===== config.mk =====
export PLATFORM = sky130hd
export DESIGN_NAME = urf_ctl
export DESIGN_NICKNAME = d
export VERILOG_FILES = /design/src/pkg/urf_pkg.sv /design/src/verilog/urf_ctl.sv
export SDC_FILE = /design/constraint.sdc
export NUM_CORES = 1
export LEC_CHECK = 0
export BUFFER_PORTS_ARGS = -buffer_cell sky130_fd_sc_hd__buf_2
export CAP_MARGIN = 5
export CORE_MARGIN = 4
export CORE_UTILIZATION = 30
export CTS_CLUSTER_SIZE = 25
export DETAILED_ROUTE_END_ITERATION = 8
export GPL_TIMING_DRIVEN = 1
export PLACE_DENSITY = 0.53
export SLEW_MARGIN = 5
export SYNTH_ARGS = -nofsm -noshare
export SYNTH_HDL_FRONTEND = slang
export SYNTH_SLANG_ARGS = --single-unit

===== constraint.sdc =====
create_clock -name CLK -period 7.8 [get_ports CLK]
set_clock_uncertainty 0.1 [all_clocks]
set_input_delay 0.39 -clock CLK [delete_from_list [all_inputs] [get_ports CLK]]
set_output_delay 0.39 -clock CLK [all_outputs]
set_load 0.02 [all_outputs]

===== src/pkg/urf_pkg.sv =====
`default_nettype none

package urf_pkg;

  // register indices; the byte address on the bus is four times the index
  localparam logic [11:0] IDX_CTRL0    = 12'hf40;
  localparam logic [11:0] IDX_CTL1     = 12'hf43;
  localparam logic [11:0] IDX_BRG_HI   = 12'hf46;
  localparam logic [11:0] IDX_BRG_LO   = 12'hf47;
  localparam logic [11:0] IDX_IRQ_STAT = 12'hf48;
  localparam logic [11:0] IDX_IRQ_MASK = 12'hf49;

  // control zero layout
  localparam int unsigned RX_EN_BIT = 0;
  localparam int unsigned VIEW_LSB  = 5;

  // shared control-one views
  localparam logic [2:0] VIEW_LOW = 3'h0;
  localparam logic [2:0] VIEW_NF  = 3'h1;

  // control-one low view layout
  localparam int unsigned RSEL_BIT = 2;
  localparam int unsigned SUPP_BIT = 1;
  localparam int unsigned IR_BIT   = 0;

  // noise filter view layout
  localparam int unsigned NF_EN_BIT = 7;
  localparam int unsigned NF_W_LSB  = 4;
  localparam logic [3:0]  NF_RSVD   = 4'h0;

  // interrupt status and mask layout
  localparam int unsigned IRQ_DATA = 0;
  localparam int unsigned IRQ_ERR  = 1;
  localparam int unsigned IRQ_BRG  = 2;

  localparam logic [10:0] FILT_FULL = 11'h7ff;
  localparam logic [2:0]  FILT_TOP  = 3'h7;

  typedef struct packed {
    logic        cyc;
    logic        stb;
    logic        we;
    logic [15:0] adr;
    logic [3:0]  sel;
    logic [31:0] dat;
  } urf_wb_req_t;

  typedef struct packed {
    logic        rx_en;
    logic [2:0]  view;
    logic [7:0]  ctl1_low;
    logic        nf_en;
    logic [2:0]  nf_width;
    logic [15:0] brg_reload;
    logic [15:0] brg_cnt;
    logic [2:0]  irq_stat;
    logic [2:0]  irq_mask;
    logic [10:0] filt_cnt;
    logic        rx_filt;
    logic        txd;
    logic        ir_txd;
    logic        ack;
    logic [31:0] dat;
    logic        irq;
  } urf_state_t;

  // line idles at mark, so the filtered output and the wire start high
  localparam urf_state_t URF_STATE_RST = '{rx_filt: 1'b1, txd: 1'b1, default: '0};

  function automatic logic reg_hit(input logic [15:0] adr, input logic [11:0] idx);
    reg_hit = (adr == {2'h0, idx, 2'h0});
  endfunction : reg_hit

  // saturation point of the up/down counter: code 0 is 4 bits, code 7 is 11 bits
  function automatic logic [10:0] filt_max(input logic [2:0] code);
    filt_max = FILT_FULL >> (FILT_TOP - code);
  endfunction : filt_max

endpackage : urf_pkg

`default_nettype wire


===== src/verilog/urf_ctl.sv =====
// Behaviour
// select 0, receiver on: read reload value
// select 1, receiver on: read live count
// suppress 0: data and errors raise interrupt
// suppress 1: only receiver errors raise interrupt; the rate counter zero event is not suppressed and still raises one
// infrared off: normal transmit and receive paths
// infrared on: both paths through codec
// filter register visible only in view 001
// filter off: receive data passes unfiltered
// filter on: receive data filtered first
// width code 000..111 gives 4..11 bits
// wider counter means more delay, rejection
// low four filter bits read zero
// read select only while receiver enabled
// saturating up/down counter, output at extremes
//
// Register access over Wishbone was chosen for this implementation.
`default_nettype none

module urf_ctl
(
  input  wire logic                CLK,
  input  wire logic                SYS_RST,
  input  wire urf_pkg::urf_wb_req_t WB_REQ,
  output logic [31:0]              WB_DAT_O,
  output logic                     WB_ACK_O,
  input  wire logic                RXD,
  input  wire logic                IR_RXD,
  input  wire logic                TX_DATA,
  input  wire logic                RX_DATA_VALID,
  input  wire logic                RX_ERROR,
  output logic                     TXD,
  output logic                     IR_TXD,
  output logic                     RX_FILTERED,
  output logic                     IRQ
);

  urf_pkg::urf_state_t st_reg;
  urf_pkg::urf_state_t st_next;

  logic        req;
  logic        wr;
  logic        rd;
  logic [7:0]  wd;
  logic [31:0] rdata;
  logic [2:0]  irq_clr;
  logic [2:0]  irq_evt;
  logic        rsel;
  logic        supp;
  logic        ir_on;
  logic        brg_run;
  logic        brg_evt;
  logic        rx_src;
  logic [10:0] fmax;

  always_comb
  begin
    st_next = st_reg;
    req     = WB_REQ.cyc & WB_REQ.stb & ~st_reg.ack;
    wr      = req & WB_REQ.we & WB_REQ.sel[0];
    rd      = req & ~WB_REQ.we;
    wd      = WB_REQ.dat[7:0];
    rsel    = st_reg.ctl1_low[urf_pkg::RSEL_BIT];
    supp    = st_reg.ctl1_low[urf_pkg::SUPP_BIT];
    ir_on   = st_reg.ctl1_low[urf_pkg::IR_BIT];
    irq_clr = '0;
    rdata   = '0;

    // every strobe gets one ack, unmapped addresses included
    st_next.ack = req;

    if (wr)
    begin
      if (urf_pkg::reg_hit(WB_REQ.adr, urf_pkg::IDX_CTRL0))
      begin
        st_next.rx_en = wd[urf_pkg::RX_EN_BIT];
        st_next.view  = wd[urf_pkg::VIEW_LSB +: 3];
      end
      if (urf_pkg::reg_hit(WB_REQ.adr, urf_pkg::IDX_CTL1))
      begin
        if (st_reg.view == urf_pkg::VIEW_LOW)
        begin
          st_next.ctl1_low = wd;
        end
        else if (st_reg.view == urf_pkg::VIEW_NF)
        begin
          st_next.nf_en    = wd[urf_pkg::NF_EN_BIT];
          st_next.nf_width = wd[urf_pkg::NF_W_LSB +: 3];
        end
      end
      if (urf_pkg::reg_hit(WB_REQ.adr, urf_pkg::IDX_BRG_HI))
      begin
        st_next.brg_reload[15:8] = wd;
      end
      if (urf_pkg::reg_hit(WB_REQ.adr, urf_pkg::IDX_BRG_LO))
      begin
        st_next.brg_reload[7:0] = wd;
      end
      if (urf_pkg::reg_hit(WB_REQ.adr, urf_pkg::IDX_IRQ_STAT))
      begin
        irq_clr = wd[2:0];
      end
      if (urf_pkg::reg_hit(WB_REQ.adr, urf_pkg::IDX_IRQ_MASK))
      begin
        st_next.irq_mask = wd[2:0];
      end
    end

    // read mux
    if (urf_pkg::reg_hit(WB_REQ.adr, urf_pkg::IDX_CTRL0))
    begin
      rdata[urf_pkg::RX_EN_BIT]       = st_reg.rx_en;
      rdata[urf_pkg::VIEW_LSB +: 3]   = st_reg.view;
    end
    else if (urf_pkg::reg_hit(WB_REQ.adr, urf_pkg::IDX_CTL1))
    begin
      if (st_reg.view == urf_pkg::VIEW_LOW)
      begin
        rdata[7:0] = st_reg.ctl1_low;
      end
      else if (st_reg.view == urf_pkg::VIEW_NF)
      begin
        rdata[7:0] = {st_reg.nf_en, st_reg.nf_width, urf_pkg::NF_RSVD};
      end
    end
    else if (urf_pkg::reg_hit(WB_REQ.adr, urf_pkg::IDX_BRG_HI))
    begin
      // live count is not latched across the two byte reads
      rdata[7:0] = (st_reg.rx_en && rsel) ? st_reg.brg_cnt[15:8]
                                          : st_reg.brg_reload[15:8];
    end
    else if (urf_pkg::reg_hit(WB_REQ.adr, urf_pkg::IDX_BRG_LO))
    begin
      rdata[7:0] = (st_reg.rx_en && rsel) ? st_reg.brg_cnt[7:0]
                                          : st_reg.brg_reload[7:0];
    end
    else if (urf_pkg::reg_hit(WB_REQ.adr, urf_pkg::IDX_IRQ_STAT))
    begin
      rdata[2:0] = st_reg.irq_stat;
    end
    else if (urf_pkg::reg_hit(WB_REQ.adr, urf_pkg::IDX_IRQ_MASK))
    begin
      rdata[2:0] = st_reg.irq_mask;
    end
    st_next.dat = rd ? rdata : '0;

    // rate counter: idles at reload when receiver is off and select is 0
    brg_run = st_reg.rx_en | rsel;
    brg_evt = ~st_reg.rx_en & rsel & (st_reg.brg_cnt == '0);
    if (!brg_run)
    begin
      st_next.brg_cnt = st_reg.brg_reload;
    end
    else if (st_reg.brg_cnt == '0)
    begin
      st_next.brg_cnt = st_reg.brg_reload;
    end
    else
    begin
      st_next.brg_cnt = st_reg.brg_cnt - 16'h1;
    end

    // events; a set in the same cycle as a clear wins
    irq_evt                   = '0;
    irq_evt[urf_pkg::IRQ_DATA] = RX_DATA_VALID & ~supp;
    irq_evt[urf_pkg::IRQ_ERR]  = RX_ERROR;
    irq_evt[urf_pkg::IRQ_BRG]  = brg_evt;
    st_next.irq_stat = (st_reg.irq_stat & ~irq_clr) | irq_evt;
    st_next.irq      = |(st_next.irq_stat & st_next.irq_mask);

    // infrared codec: a zero bit goes out as a light pulse, line stays at mark
    st_next.txd    = ir_on ? 1'b1 : TX_DATA;
    st_next.ir_txd = ir_on & ~TX_DATA;
    rx_src         = ir_on ? ~IR_RXD : RXD;

    // noise filter
    fmax = urf_pkg::filt_max(st_reg.nf_width);
    if (!st_reg.nf_en)
    begin
      // counter is primed to the line level so enabling causes no glitch
      st_next.filt_cnt = rx_src ? fmax : '0;
      st_next.rx_filt  = rx_src;
    end
    else
    begin
      if (st_reg.filt_cnt > fmax)
      begin
        // width just narrowed: clamp rather than wrap
        st_next.filt_cnt = fmax;
      end
      else if (rx_src && st_reg.filt_cnt != fmax)
      begin
        st_next.filt_cnt = st_reg.filt_cnt + 11'h1;
      end
      else if (!rx_src && st_reg.filt_cnt != '0)
      begin
        st_next.filt_cnt = st_reg.filt_cnt - 11'h1;
      end
      if (st_reg.filt_cnt >= fmax)
      begin
        st_next.rx_filt = 1'b1;
      end
      else if (st_reg.filt_cnt == '0)
      begin
        st_next.rx_filt = 1'b0;
      end
    end
  end

  always_ff @(posedge CLK)
  begin
    if (SYS_RST)
    begin
      st_reg <= urf_pkg::URF_STATE_RST;
    end
    else
    begin
      st_reg <= st_next;
    end
  end

  assign WB_DAT_O    = st_reg.dat;
  assign WB_ACK_O    = st_reg.ack;
  assign TXD         = st_reg.txd;
  assign IR_TXD      = st_reg.ir_txd;
  assign RX_FILTERED = st_reg.rx_filt;
  assign IRQ         = st_reg.irq;
endmodule : urf_ctl

`default_nettype wire

## Yosys cells after proc, flatten, opt, wreduce, memory -nomap -nowiden

Cells that the tools add are included.

- Register bits after elaboration: 102
- Word-level logic and storage cells: 101

- Add/subtract/negate cells: 4
- Magnitude comparators: 2
- Equal/unequal tests: 10
- Shift-type cells: 1
- Mux-type cells: 26
- Bitwise gates (word level): 22
- Reduce and logical (&&, ||, !) cells: 17

Operator list:

| kind | number |
|---|---|
| 16-bit by 14-bit == test with 1-bit output (second input constant) | 6 |
| 8-bit 2-to-1 mux | 6 |
| 11-bit 2-to-1 mux | 4 |
| 16-bit 2-to-1 mux | 2 |
| 3-bit 2-to-1 mux | 8 |
| 16-bit logical NOT | 1 |
| 16-bit by 1-bit subtractor with 16-bit output (second input constant) | 1 |
| 12-bit 2-to-1 mux | 1 |
| 11-bit by 1-bit adder with 11-bit output (second input constant) | 1 |
| 11-bit greater-or-equal comparator | 1 |
| 11-bit > comparator | 1 |
| 11-bit logical NOT | 1 |
| 11-bit != test | 1 |
| 11-bit nonzero test | 1 |
| 11-bit by 3-bit >> shifter with 11-bit output (first input constant) | 1 |
| 11-bit by 1-bit subtractor with 11-bit output (second input constant) | 1 |
| 1-bit bitwise AND | 9 |
| 1-bit inverter | 8 |
| 3-bit bitwise AND | 2 |
| 2-bit AND reduction | 3 |
| 3-bit OR reduction | 2 |
| 5-bit 2-to-1 mux | 1 |
| 1-bit 2-to-1 mux | 4 |
| 4-bit by 1-bit != test with 1-bit output (second input constant) | 1 |
| 12 further kinds | 15 |

## Longest topological paths before layout

Gate-level depths: netlist (run 1).

- Depth after elaboration: 10
- Mapped depth: 14
- Mapped depth without buffers: 13

## Least setup slack after synthesis (run 1)

OpenSTA, ideal clock, no wires.

- Kind: register to register
- Start: reg st_reg[88] (netlist name)
- End: reg st_reg[46] (netlist name)
- Library setup time: 0.117 ns
- Arrival: 3.449 ns
- Required time: 7.583 ns
- Path slack: 4.134 ns
- Cell stages (with the launch flop): 14
- Path buffers: 1
- Path through: dfxtp_1 -> clkbuf_1 -> o21ai_0 -> ha_1 -> nand4_1 -> or3_1 -> nand2_1 -> ha_1 -> a211oi_1 -> o21ai_0 -> a32o_1 -> or3_1 -> a21o_1 -> a22o_1

- Word-level cells in the longest chain between the ends: 7
- Elaborated cells on any way between the ends: 10
- Those cells by class: add/sub: 1; order compare: 1; eq/ne: 2; shift: 1; mux: 4; reduce/logical: 1

RTL lines:

| item | RTL line | RTL |
|---|---|---|
| start, declared | urf_ctl.sv:38 | `urf_pkg::urf_state_t st_reg;` |
| start signal, assigned | urf_ctl.sv:214 | `st_reg <= urf_pkg::URF_STATE_RST;` |
| start signal, assigned | urf_ctl.sv:218 | `st_reg <= st_next;` |
| 3-bit subtractor * | urf_pkg.sv:76 | `filt_max = FILT_FULL >> (FILT_TOP - code);` |
| 11-bit by 3-bit >> shifter with 11-bit output * | urf_pkg.sv:76 |  |
| branches (longest 5 deep; another with 11-bit > comparator) | n/a |  |

Mark *: on every way between the ends.
A chain may end at the register's enable or synchronous reset.

## Final worst setup path (run 1)

Same ends and word-level chain as after synthesis.

==> results of run 1 <==
## through the flow
stage / util (%) / worst slack, ps / hold slack (ps) / area, um^2
floorplan: - / 4130 / 342 / 4680
global placement: 32.7 / 3800 / 352 / 4820
detailed placement: 32.7 / 3720 / 360 / 4820
CTS: 34.6 / 3710 / 115 / 5100
global route: 34.6 / 3450 / 121 / 5100
finish: 34.6 / 3740 / 126 / 5100
## routing by layer
layer	vias to the layer above	share of wire, %	GRT usage [%]
met5	-	0	0
met2	79	50	23.7
met4	0	0.87	3.44
met3	13	4.3	2.44
li1	1937	-	-
met1	1870	45	17.5
## worst paths after layout
path / from / endpoint / slack (ps) / cells past startpoint
worst min register to register: st_reg[78] / st_reg[78] / 370 / 2
worst max-delay path: st_reg[88] / st_reg[46] / 3740 / 12
worst min-delay path: TX_DATA / IR_TXD / 130 / 2
worst max register to register: st_reg[88] / st_reg[46] / 3740 / 12
## synthesized netlist by cell type, types with 3 or more instances
cell,n
sky130_fd_sc_hd__a2111oi_0,3
sky130_fd_sc_hd__a211oi_1,20
sky130_fd_sc_hd__a21o_1,9
sky130_fd_sc_hd__a21oi_1,31
sky130_fd_sc_hd__a22oi_1,4
sky130_fd_sc_hd__a311oi_1,3
sky130_fd_sc_hd__a31oi_1,3
sky130_fd_sc_hd__and3_1,4
sky130_fd_sc_hd__buf_1,3
sky130_fd_sc_hd__buf_4,33
sky130_fd_sc_hd__clkbuf_1,17
sky130_fd_sc_hd__dfxtp_1,78
sky130_fd_sc_hd__ha_1,18
sky130_fd_sc_hd__inv_1,10
sky130_fd_sc_hd__mux2_2,3
sky130_fd_sc_hd__mux2i_1,32
sky130_fd_sc_hd__mux4_2,6
sky130_fd_sc_hd__nand2_1,41
sky130_fd_sc_hd__nand2b_1,5
sky130_fd_sc_hd__nand3_1,19
sky130_fd_sc_hd__nand4_1,3
sky130_fd_sc_hd__nor2_1,80
sky130_fd_sc_hd__nor3_1,8
sky130_fd_sc_hd__nor4_1,8
sky130_fd_sc_hd__o211ai_1,6
sky130_fd_sc_hd__o21ai_0,18
sky130_fd_sc_hd__or3_1,8
sky130_fd_sc_hd__xnor2_1,12
sky130_fd_sc_hd__xor2_1,6
## where the power goes
group	total (uW)	leakage [uW]	switching, uW	internal (uW)
clock network	392	0.000132	168	224
logic	71.8	0.00128	49.0	22.8
registers	404	0.000631	2.51	401
total	868	0.00204	220	648
## worst max-delay path: stages, from the launching register on
cell and delay [ps]:
sky130_fd_sc_hd__dfxtp_1 500, sky130_fd_sc_hd__o21ai_0 190, sky130_fd_sc_hd__ha_1 340, sky130_fd_sc_hd__nand4_1 190, sky130_fd_sc_hd__or3_1 460, sky130_fd_sc_hd__nand2_1 340
sky130_fd_sc_hd__ha_1 330, sky130_fd_sc_hd__a211oi_1 310, sky130_fd_sc_hd__o21ai_0 200, sky130_fd_sc_hd__a32o_1 310, sky130_fd_sc_hd__or3_1 310, sky130_fd_sc_hd__a21o_1 180
sky130_fd_sc_hd__a22o_1 190
## area by class of cell
| class | count | area [um^2] | share of cell area, % |
|---|---|---|---|
| inverters | 10 | 37.5 | 0.736 |
| repair buffers | 48 | 243 | 4.76 |
| multi-input cells | 415 | 2750 | 53.9 |
| flip-flops and latches | 78 | 1560 | 30.6 |
| well taps | 184 | 230 | 4.51 |
| clock inverters | 5 | 33.8 | 0.662 |
| clock buffers | 11 | 243 | 4.76 |
## cells by family after synthesis
group                      after synthesis  synth area share, %
and+or+nand+nor                        198                 21.7
AOI/OAI and AO/OA                      115                 16.8
DFF                                     78                 34.0
buffers and inverters                   65                 8.06
muxes                                   41                 10.6
adders and majority gates               19                 5.34
xor gates and xnor gates                18                 3.43
other                                    1               0.0816
==> metrics.txt, run 1 <==
# TYPE chip_impl_metric gauge
chip_impl_metric{name="detailedPlacementHpwl",unit="um"} 8800
chip_impl_metric{name="cts_buf_count",unit=""} 9
chip_impl_metric{name="grt_start_max_net_pins",unit=""} 72
chip_impl_metric{name="post_drt_wl_per_cell",unit="um"} 15.8
chip_impl_metric{name="dr_total_vias",unit=""} 3899
chip_impl_metric{name="synthArstFlopShare",unit="%"} 0
chip_impl_metric{name="finalHoldViolCount",unit=""} 0
chip_impl_metric{name="fraction_of_the_yosys_area_taken_by_sequential_cells",unit="%"} 34.0
chip_impl_info{name="cts_tree",value="yes"} 1
chip_impl_metric{name="first_global_vias",unit=""} 3847
chip_impl_metric{name="grt_antenna_before_repair",unit=""} 0
chip_impl_metric{name="cp.required",unit="ps"} 7940
chip_impl_metric{name="cp_max_fo",unit=""} 11
chip_impl_metric{name="die-height",unit="um"} 132
chip_impl_metric{name="initial_utilization",unit="%"} 31.1
chip_impl_metric{name="ir_drop",unit="mV"} 0.0849
chip_impl_metric{name="antenna_left",unit=""} 0
chip_impl_info{name="worst_setup_path_end_kind",value="register"} 1
chip_impl_metric{name="drt-initial-drc-count",unit=""} 226
chip_impl_metric{name="total_power",unit="uW"} 868
chip_impl_info{name="yosys-top-cells-area",value="sky130_fd_sc_hd__dfxtp_1 34%, sky130_fd_sc_hd__mux2i_1 7.0%, sky130_fd_sc_hd__nor2_1 6.5%"} 1
chip_impl_metric{name="num-nets-final",unit=""} 643
chip_impl_metric{name="synth.lib_cells_used.distinct",unit=""} 63
chip_impl_metric{name="worst_slew_pin_tran",unit="ps"} 1200
chip_impl_info{name="synth_ff_type",value="sky130_fd_sc_hd__dfxtp_1"} 1
chip_impl_metric{name="drt-pass1-iter-count",unit=""} 4
chip_impl_metric{name="cts.hold.buffers_added",unit=""} 0
chip_impl_metric{name="clk_transition_reported_paths",unit="ps"} 60
chip_impl_metric{name="viasPerCell",unit=""} 5.19
chip_impl_info{name="synth_area_leader_cell",value="sky130_fd_sc_hd__dfxtp_1"} 1
chip_impl_metric{name="grt.total_usage",unit="%"} 13.6
chip_impl_metric{name="floorplan_core_area",unit="um^2"} 14800
chip_impl_metric{name="timing.max_slew.rel_slack",unit="%"} 19.9
chip_impl_metric{name="critPathArrivalTime",unit="ps"} 4200
chip_impl_metric{name="fp.dieW",unit="um"} 132
chip_impl_metric{name="synth_largest_type_area_fraction",unit="%"} 34.0
chip_impl_metric{name="totalNegativeSetupSlack",unit="ps"} 0
chip_impl_info{name="run_status",value="finished clean"} 1
chip_impl_metric{name="post_route_cells_drive_above_1_share",unit="%"} 15.2
chip_impl_info{name="layout_common_cells",value="79 x sky130_fd_sc_hd__nor2_1, 78 x sky130_fd_sc_hd__dfxtp_1, 47 x sky130_fd_sc_hd__buf_2, 41 x sky130_fd_sc_hd__nand2_1, 32 x sky130_fd_sc_hd__mux2i_1"} 1
chip_impl_metric{name="synth-edff-count",unit=""} 0
chip_impl_metric{name="std_cell_rows",unit=""} 44
chip_impl_metric{name="layout_filler_cell_count",unit=""} 1529
chip_impl_metric{name="max_cap_viol_count",unit=""} 0
chip_impl_metric{name="io_pins",unit=""} 99
chip_impl_info{name="worst-setup-path-type",value="register to register"} 1
chip_impl_metric{name="synthesis.area_per_instance",unit="um^2"} 8.59
chip_impl_metric{name="cts-resized-gates",unit=""} 0
chip_impl_metric{name="total_global_routing_overflow",unit=""} 0
chip_impl_metric{name="worstSkewPairLatency",unit="ps"} 340
chip_impl_info{name="holdCritPathClass",value="input pin to register"} 1
chip_impl_metric{name="wire_length_of_the_first_global_routing_pass",unit="um"} 19700
chip_impl_metric{name="ys_ff_latch",unit=""} 78
chip_impl_metric{name="total_routed_wirelength",unit="um"} 11900
chip_impl_metric{name="clock.fmax",unit="GHz"} 0.246
chip_impl_metric{name="period_share",unit="%"} 52.1
chip_impl_metric{name="largest_register_ff_count",unit=""} 63
chip_impl_metric{name="numPortBuffers",unit=""} 47
chip_impl_info{name="clock_tree.root_cell",value="sky130_fd_sc_hd__clkbuf_16"} 1
chip_impl_metric{name="final-instance-count-excl-fill",unit=""} 751
chip_impl_info{name="rsz0062_at_grt",value="no"} 1
chip_impl_metric{name="final-max-slew-violation-count",unit=""} 0
chip_impl_metric{name="die-area",unit="um^2"} 17400
chip_impl_metric{name="syn_area",unit="um^2"} 4590
chip_impl_info{name="critical_path.startpoint_type",value="register"} 1
chip_impl_metric{name="tritoncts_num_sinks",unit=""} 78
chip_impl_metric{name="cellPowerDensity",unit="nW/um^2"} 170
chip_impl_metric{name="static-leakage-power",unit="uW"} 0.00204
chip_impl_metric{name="htreeDepth",unit=""} 3
chip_impl_metric{name="final-setup-viol-count",unit=""} 0
chip_impl_metric{name="antenna_cells_inserted",unit=""} 0
chip_impl_info{name="layout.cells.most_common",value="sky130_fd_sc_hd__nor2_1"} 1
chip_impl_metric{name="cts_post_setup_buffers_inserted",unit=""} 0
chip_impl_metric{name="maximum_buffer_depth_of_the_clock_tree",unit=""} 2
chip_impl_metric{name="route.detailed.drc",unit=""} 0
chip_impl_metric{name="synth_warnings",unit=""} 0
chip_impl_metric{name="finalWorstPathRequiredPeriod",unit="ps"} 4060
chip_impl_metric{name="place_inst",unit=""} 735
chip_impl_metric{name="netlist_instances",unit=""} 535
chip_impl_metric{name="area_growth",unit="%"} 11.0
chip_impl_metric{name="place.gp.congestion",unit=""} 0.827
No activity file was read; power rests on OpenSTA's default activity.
==> inputs of run 2 (changes only) <==
==> constraint.sdc (replaced) <==
create_clock -name CLK -period 4.2 [get_ports CLK]
set_clock_uncertainty 0.1 [all_clocks]
set_input_delay 0.21 -clock CLK [delete_from_list [all_inputs] [get_ports CLK]]
set_output_delay 0.21 -clock CLK [all_outputs]
set_load 0.02 [all_outputs]
==> run 2 against run 1 <==
Net effect:
- hold slack lost 70 ps
- design area rose by 1.1%
- global-route usage grew 0.40 points
- register-to-register slack got worse by 3400 ps
- clock power grew 91%
- core utilization rose by 0.36 points
- via count fell by 0.21%
- combinational power grew 92%
- die area unchanged
- first-iteration DRC count is 18% higher
- sequential power rose by 86%
- power up 88%
- critical endpoint is now st_reg[47]
- largest power group unchanged
- highest routed layer unchanged
==> metrics.txt, run 2 (same netlist as run 1, synthesis figures left out) <==
# TYPE chip_impl_metric gauge
chip_impl_metric{name="worstSkewPairLatency",unit="ps"} 340
chip_impl_metric{name="cp.required",unit="ps"} 4370
chip_impl_metric{name="numPortBuffers",unit=""} 47
chip_impl_metric{name="totalNegativeSetupSlack",unit="ps"} 0
chip_impl_metric{name="detailedPlacementHpwl",unit="um"} 8920
chip_impl_metric{name="die-height",unit="um"} 132
chip_impl_metric{name="htreeDepth",unit=""} 3
chip_impl_metric{name="antenna_cells_inserted",unit=""} 0
chip_impl_metric{name="post_route_cells_drive_above_1_share",unit="%"} 15.7
chip_impl_metric{name="wire_length_of_the_first_global_routing_pass",unit="um"} 20100
chip_impl_metric{name="post_drt_wl_per_cell",unit="um"} 15.7
chip_impl_info{name="rsz0062_at_grt",value="no"} 1
chip_impl_metric{name="clk_transition_reported_paths",unit="ps"} 60
chip_impl_info{name="run_status",value="finished clean"} 1
chip_impl_metric{name="grt.total_usage",unit="%"} 14.0
chip_impl_metric{name="place.gp.congestion",unit=""} 0.836
chip_impl_metric{name="initial_utilization",unit="%"} 31.1
chip_impl_metric{name="die-area",unit="um^2"} 17400
chip_impl_metric{name="area_growth",unit="%"} 12.2
chip_impl_metric{name="clock.fmax",unit="GHz"} 0.259
chip_impl_metric{name="dr_total_vias",unit=""} 3891
chip_impl_metric{name="io_pins",unit=""} 99
chip_impl_metric{name="std_cell_rows",unit=""} 44
chip_impl_metric{name="ir_drop",unit="mV"} 0.174
chip_impl_info{name="critical_path.startpoint_type",value="register"} 1
chip_impl_metric{name="maximum_buffer_depth_of_the_clock_tree",unit=""} 2
chip_impl_info{name="clock_tree.root_cell",value="sky130_fd_sc_hd__clkbuf_16"} 1
chip_impl_metric{name="post-route-worst-setup-slack",unit="ps"} 343
chip_impl_metric{name="max_cap_viol_count",unit=""} 0
chip_impl_metric{name="cellPowerDensity",unit="nW/um^2"} 317
chip_impl_metric{name="timing.max_slew.rel_slack",unit="%"} 19.8
chip_impl_metric{name="total_routed_wirelength",unit="um"} 11900
chip_impl_metric{name="finalHoldViolCount",unit=""} 0
chip_impl_metric{name="first_global_vias",unit=""} 3920
chip_impl_info{name="worst-setup-path-type",value="register to register"} 1
chip_impl_metric{name="cts_post_setup_buffers_inserted",unit=""} 0
chip_impl_metric{name="antenna_left",unit=""} 0
chip_impl_metric{name="largest_register_ff_count",unit=""} 63
chip_impl_metric{name="route.detailed.drc",unit=""} 0
chip_impl_metric{name="worst_slew_pin_tran",unit="ps"} 1200
chip_impl_metric{name="drt-initial-drc-count",unit=""} 267
chip_impl_metric{name="grt_antenna_before_repair",unit=""} 0
chip_impl_info{name="worst_setup_path_end_kind",value="register"} 1
chip_impl_metric{name="critPathArrivalTime",unit="ps"} 4030
chip_impl_metric{name="fp.dieW",unit="um"} 132
chip_impl_metric{name="grt_start_max_net_pins",unit=""} 36
chip_impl_metric{name="drt-pass1-iter-count",unit=""} 4
chip_impl_metric{name="cts_buf_count",unit=""} 9
chip_impl_metric{name="cp_max_fo",unit=""} 8
chip_impl_metric{name="num-nets-final",unit=""} 648
chip_impl_metric{name="static-leakage-power",unit="uW"} 0.00207
chip_impl_info{name="cts_tree",value="yes"} 1
chip_impl_info{name="layout.cells.most_common",value="sky130_fd_sc_hd__nor2_1"} 1
chip_impl_metric{name="period_share",unit="%"} 91.8
chip_impl_info{name="holdCritPathClass",value="input pin to register"} 1
chip_impl_metric{name="final-max-slew-violation-count",unit=""} 0
chip_impl_metric{name="finalWorstPathRequiredPeriod",unit="ps"} 3860
chip_impl_info{name="layout_common_cells",value="79 x sky130_fd_sc_hd__nor2_1, 77 x sky130_fd_sc_hd__dfxtp_1, 47 x sky130_fd_sc_hd__buf_2, 41 x sky130_fd_sc_hd__nand2_1, 32 x sky130_fd_sc_hd__mux2i_1"} 1
chip_impl_metric{name="final-setup-viol-count",unit=""} 0
chip_impl_metric{name="pre_cts_slack",unit="ps"} 335
chip_impl_metric{name="total_global_routing_overflow",unit=""} 0
chip_impl_metric{name="floorplan_core_area",unit="um^2"} 14800
chip_impl_metric{name="tritoncts_num_sinks",unit=""} 78
chip_impl_metric{name="viasPerCell",unit=""} 5.15
## run 2: cell type report
cell class / instances / area, um^2
clock inverter: 4 / 30.0
clock buffer: 12 / 256
tap: 184 / 230
fill: 1551 / 9600
multi-input combinational: 415 / 2750
inverter: 10 / 37.5
sequential: 78 / 1560
timing repair buffer: 53 / 285
## run 2: final timing paths
| check | slack, ps | end | cells after the start | start |
|---|---|---|---|---|
| max | 340 | st_reg[47] | 13 | st_reg[87] |
| min | 60 | st_reg[81] | 3 | WB_REQ[3] |
| max reg2reg | 340 | st_reg[47] | 13 | st_reg[87] |
| min reg2reg | 370 | st_reg[79] | 2 | st_reg[79] |
## run 2: routing by layer
metal / vias to the layer above / part of all wire [%] / wire length, um / track usage [%]
met5: - / 0 / 0 / 0
li1: 1954 / - / - / -
met1: 1842 / 45 / 5370 / 17.9
met3: 11 / 4.1 / 483 / 2.63
met2: 84 / 49 / 5890 / 23.8
met4: 0 / 1.3 / 159 / 4.90
## run 2: power breakdown
| part | switching [uW] | internal [uW] | leakage [uW] |
|---|---|---|---|
| registers | 4.62 | 745 | 0.000631 |
| clock network | 312 | 435 | 0.000139 |
| logic | 92.2 | 45.5 | 0.00130 |
## run 2: metrics by stage
stage          util [%]  power [uW]  cells  hold WS (ps)  instance area (um^2)
6_report           34.9        1630    756          56.6                  5150
3_3_place_gp       32.8         901    738           286                  4850
2_1_floorplan         -         872    558           186                  4680
3_5_place_dp       32.8         901    738           290                  4850
4_1_cts            34.9        1660    756          47.4                  5150
5_1_grt            34.9        1710    756          67.8                  5150
## run 2: what timing repair did
item / in CTS / in global routing
endpoints found under the hold margin: 3 / 0
resized for setup: 0 / 1
endpoints found under the setup margin: 0 / 1
hold buffers: 2 / 0
## run 2: worst max-delay path: stages (launching register included)
cell and delay, ps:
sky130_fd_sc_hd__dfxtp_1 460, sky130_fd_sc_hd__o21ai_0 160, sky130_fd_sc_hd__ha_1 320, sky130_fd_sc_hd__nand4_1 180, sky130_fd_sc_hd__or3_1 460, sky130_fd_sc_hd__nand2_1 180, sky130_fd_sc_hd__buf_4 190, sky130_fd_sc_hd__ha_1 290
sky130_fd_sc_hd__a21o_1 220, sky130_fd_sc_hd__a21o_1 200, sky130_fd_sc_hd__a311oi_1 250, sky130_fd_sc_hd__o311ai_0 240, sky130_fd_sc_hd__or3_1 360, sky130_fd_sc_hd__a31oi_1 160
==> inputs of run 3 (changes only) <==
--- a/config.mk
+++ b/config.mk
@@ -12,6 +12,7 @@
 export CTS_CLUSTER_SIZE = 25
 export DETAILED_ROUTE_END_ITERATION = 8
 export GPL_TIMING_DRIVEN = 1
+export HOLD_SLACK_MARGIN = 0.12
 export PLACE_DENSITY = 0.53
 export SLEW_MARGIN = 5
 export SYNTH_ARGS = -nofsm -noshare
==> run 3 against run 2 <==
Net effect:
- clock-buffer cell count is the same
- wire length grew 0.73%
- fmax is essentially flat
- critical path type unchanged
==> metrics.txt, run 3 (same netlist as run 1, synthesis figures left out) <==
# TYPE chip_impl_metric gauge
chip_impl_info{name="clock_tree.root_cell",value="sky130_fd_sc_hd__clkbuf_16"} 1
chip_impl_metric{name="grt.total_usage",unit="%"} 14.1
chip_impl_metric{name="fp.dieW",unit="um"} 132
chip_impl_metric{name="cts_buf_count",unit=""} 9
chip_impl_metric{name="num-nets-final",unit=""} 656
chip_impl_metric{name="first_global_vias",unit=""} 3934
chip_impl_metric{name="tritoncts_num_sinks",unit=""} 78
chip_impl_metric{name="cp_max_fo",unit=""} 8
chip_impl_metric{name="total_length_of_routed_met2_wires",unit="um"} 5880
chip_impl_metric{name="antenna_cells_inserted",unit=""} 0
chip_impl_metric{name="die-height",unit="um"} 132
chip_impl_metric{name="period_share",unit="%"} 91.8
chip_impl_metric{name="total_global_routing_overflow",unit=""} 0
chip_impl_metric{name="route.layer.met1.wl",unit="um"} 5420
chip_impl_metric{name="std_cell_rows",unit=""} 44
chip_impl_metric{name="largest_register_ff_count",unit=""} 63
chip_impl_info{name="holdCritPathClass",value="input pin to register"} 1
chip_impl_metric{name="final-instance-count-excl-fill",unit=""} 764
chip_impl_info{name="worstPathCellList",value="o21ai_0, ha_1, nand4_1, or3_1, nand2_1, buf_4, ha_1, a21o_1, a21o_1, a311oi_1, o311ai_0, or3_1, a31oi_1"} 1
chip_impl_metric{name="cts_post_setup_buffers_inserted",unit=""} 0
chip_impl_metric{name="numPortBuffers",unit=""} 47
chip_impl_metric{name="area_growth",unit="%"} 13.9
chip_impl_metric{name="antenna_left",unit=""} 0
chip_impl_metric{name="post_detailed_placement_cell_area",unit="um^2"} 4850
chip_impl_info{name="run_status",value="finished clean"} 1
chip_impl_metric{name="cellPowerDensity",unit="nW/um^2"} 314
chip_impl_metric{name="drt-initial-drc-count",unit=""} 221
chip_impl_metric{name="drt-pass1-iter-count",unit=""} 4
chip_impl_info{name="critical_path.startpoint_type",value="register"} 1
chip_impl_metric{name="total_routed_wirelength",unit="um"} 12000
chip_impl_info{name="rsz0062_at_grt",value="no"} 1
chip_impl_metric{name="timing.max_slew.rel_slack",unit="%"} 19.3
chip_impl_metric{name="final_cell_area",unit="um^2"} 5230
chip_impl_metric{name="detailedPlacementHpwl",unit="um"} 8920
chip_impl_info{name="layout_common_cells",value="79 x sky130_fd_sc_hd__nor2_1, 77 x sky130_fd_sc_hd__dfxtp_1, 47 x sky130_fd_sc_hd__buf_2, 41 x sky130_fd_sc_hd__nand2_1, 32 x sky130_fd_sc_hd__mux2i_1"} 1
chip_impl_metric{name="route.detailed.drc",unit=""} 0
chip_impl_metric{name="static-leakage-power",unit="uW"} 0.00211
chip_impl_metric{name="finalWorstPathRequiredPeriod",unit="ps"} 3850
chip_impl_metric{name="die-area",unit="um^2"} 17400
chip_impl_metric{name="dr_total_vias",unit=""} 3936
chip_impl_metric{name="wire_length_of_the_first_global_routing_pass",unit="um"} 20200
chip_impl_metric{name="layout_filler_cell_count",unit=""} 1545
chip_impl_metric{name="finalHoldViolCount",unit=""} 0
chip_impl_metric{name="htreeDepth",unit=""} 3
chip_impl_metric{name="totalNegativeSetupSlack",unit="ps"} 0
chip_impl_info{name="crit_path_top_delay_cell",value="sky130_fd_sc_hd__dfxtp_1"} 1
chip_impl_metric{name="register_area",unit="um^2"} 1560
chip_impl_metric{name="post_drt_wl_per_cell",unit="um"} 15.7
chip_impl_metric{name="clock.fmax",unit="GHz"} 0.259
chip_impl_metric{name="hold_slack",unit="ps"} 135
chip_impl_metric{name="met3_length",unit="um"} 526
chip_impl_info{name="worst-setup-path-type",value="register to register"} 1
chip_impl_metric{name="grt_antenna_before_repair",unit=""} 0
chip_impl_info{name="path_delay_family",value="compound AO/OA/AOI/OAI gates"} 1
chip_impl_info{name="layout.cells.most_common",value="sky130_fd_sc_hd__nor2_1"} 1
chip_impl_info{name="highest_routed_layer",value="met4"} 1
chip_impl_metric{name="post_route_cells_drive_above_1_share",unit="%"} 15.5
chip_impl_metric{name="final-max-slew-violation-count",unit=""} 0
chip_impl_metric{name="io_pins",unit=""} 99
chip_impl_metric{name="critPathArrivalTime",unit="ps"} 4020
chip_impl_metric{name="place.gp.congestion",unit=""} 0.836
chip_impl_metric{name="cp_num_buf_inv",unit=""} 1
chip_impl_metric{name="floorplan_core_area",unit="um^2"} 14800
chip_impl_metric{name="initial_utilization",unit="%"} 31.1
chip_impl_metric{name="max_cap_viol_count",unit=""} 0
chip_impl_info{name="worst_setup_path_end_kind",value="register"} 1
chip_impl_info{name="cts_tree",value="yes"} 1
chip_impl_metric{name="maximum_buffer_depth_of_the_clock_tree",unit=""} 2
chip_impl_metric{name="place_inst",unit=""} 738
chip_impl_metric{name="cpPeakStageDelay",unit="ps"} 460
chip_impl_metric{name="grt_start_max_net_pins",unit=""} 36
chip_impl_metric{name="worstSkewPairLatency",unit="ps"} 340
chip_impl_metric{name="cp.required",unit="ps"} 4370
chip_impl_metric{name="worst_slew_pin_tran",unit="ps"} 1210
chip_impl_metric{name="multiInputGateArea",unit="um^2"} 2750
chip_impl_metric{name="viasPerCell",unit=""} 5.15
chip_impl_metric{name="clk_transition_reported_paths",unit="ps"} 60
chip_impl_metric{name="ir_drop",unit="mV"} 0.175
chip_impl_metric{name="final-setup-viol-count",unit=""} 0
[run 3: cell count changes in the layout (fill, tap and decap cells not counted), sizes merged]
cell,delta
dlygate4sd3,+8
[run 3: tightest hold or removal path: stages]
cell and delay (ps):
sky130_fd_sc_hd__buf_2 100, sky130_fd_sc_hd__nand3b_1 160, sky130_fd_sc_hd__nor2_1 50
[run 3: path summary, 6_finish.rpt]
path	start	end	slack, ps	cells past startpoint
max	st_reg[87]	st_reg[47]	350	13
min	WB_REQ[53]	WB_ACK_O	140	3
max reg2reg	st_reg[87]	st_reg[47]	350	13
min reg2reg	st_reg[79]	st_reg[79]	370	2
[run 3: timing repair]
| action | 4_1_cts | 5_1_grt |
|---|---|---|
| hold endpoints to repair | 33 | 0 |
| hold buffers | 10 | 0 |
| endpoints found under the setup margin | 0 | 1 |
| resized for setup | 0 | 1 |
[run 3: stage by stage]
step / utilization [%] / setup WS [ps] / total power [uW]
2_1_floorplan: - / 534 / 872
3_3_place_gp: 32.8 / 427 / 901
3_5_place_dp: 32.8 / 335 / 901
4_1_cts: 35.5 / 304 / 1660
5_1_grt: 35.5 / 5.90 / 1720
6_report: 35.5 / 346 / 1640
[run 3: area by class of cell]
type / count / area share (%)
Inverter: 10 / 0.717
Tap cell: 184 / 4.40
Clock inverter: 4 / 0.574
Sequential cell: 78 / 29.9
Timing Repair Buffer: 61 / 6.98
Clock buffer: 12 / 4.90
Multi-Input combinational cell: 415 / 52.6
[run 3: report_power, final]
group          switching, uW  total (uW)  internal [uW]
Combinational           93.4         144           50.4
Clock                    313         748            435
Sequential              4.66         750            745
[run 3: routing by layer]
metal	track usage [%]	vias up
met1	18.0	1862
met4	4.90	0
met2	24.0	93
met5	0	-
met3	2.60	11
li1	-	1970
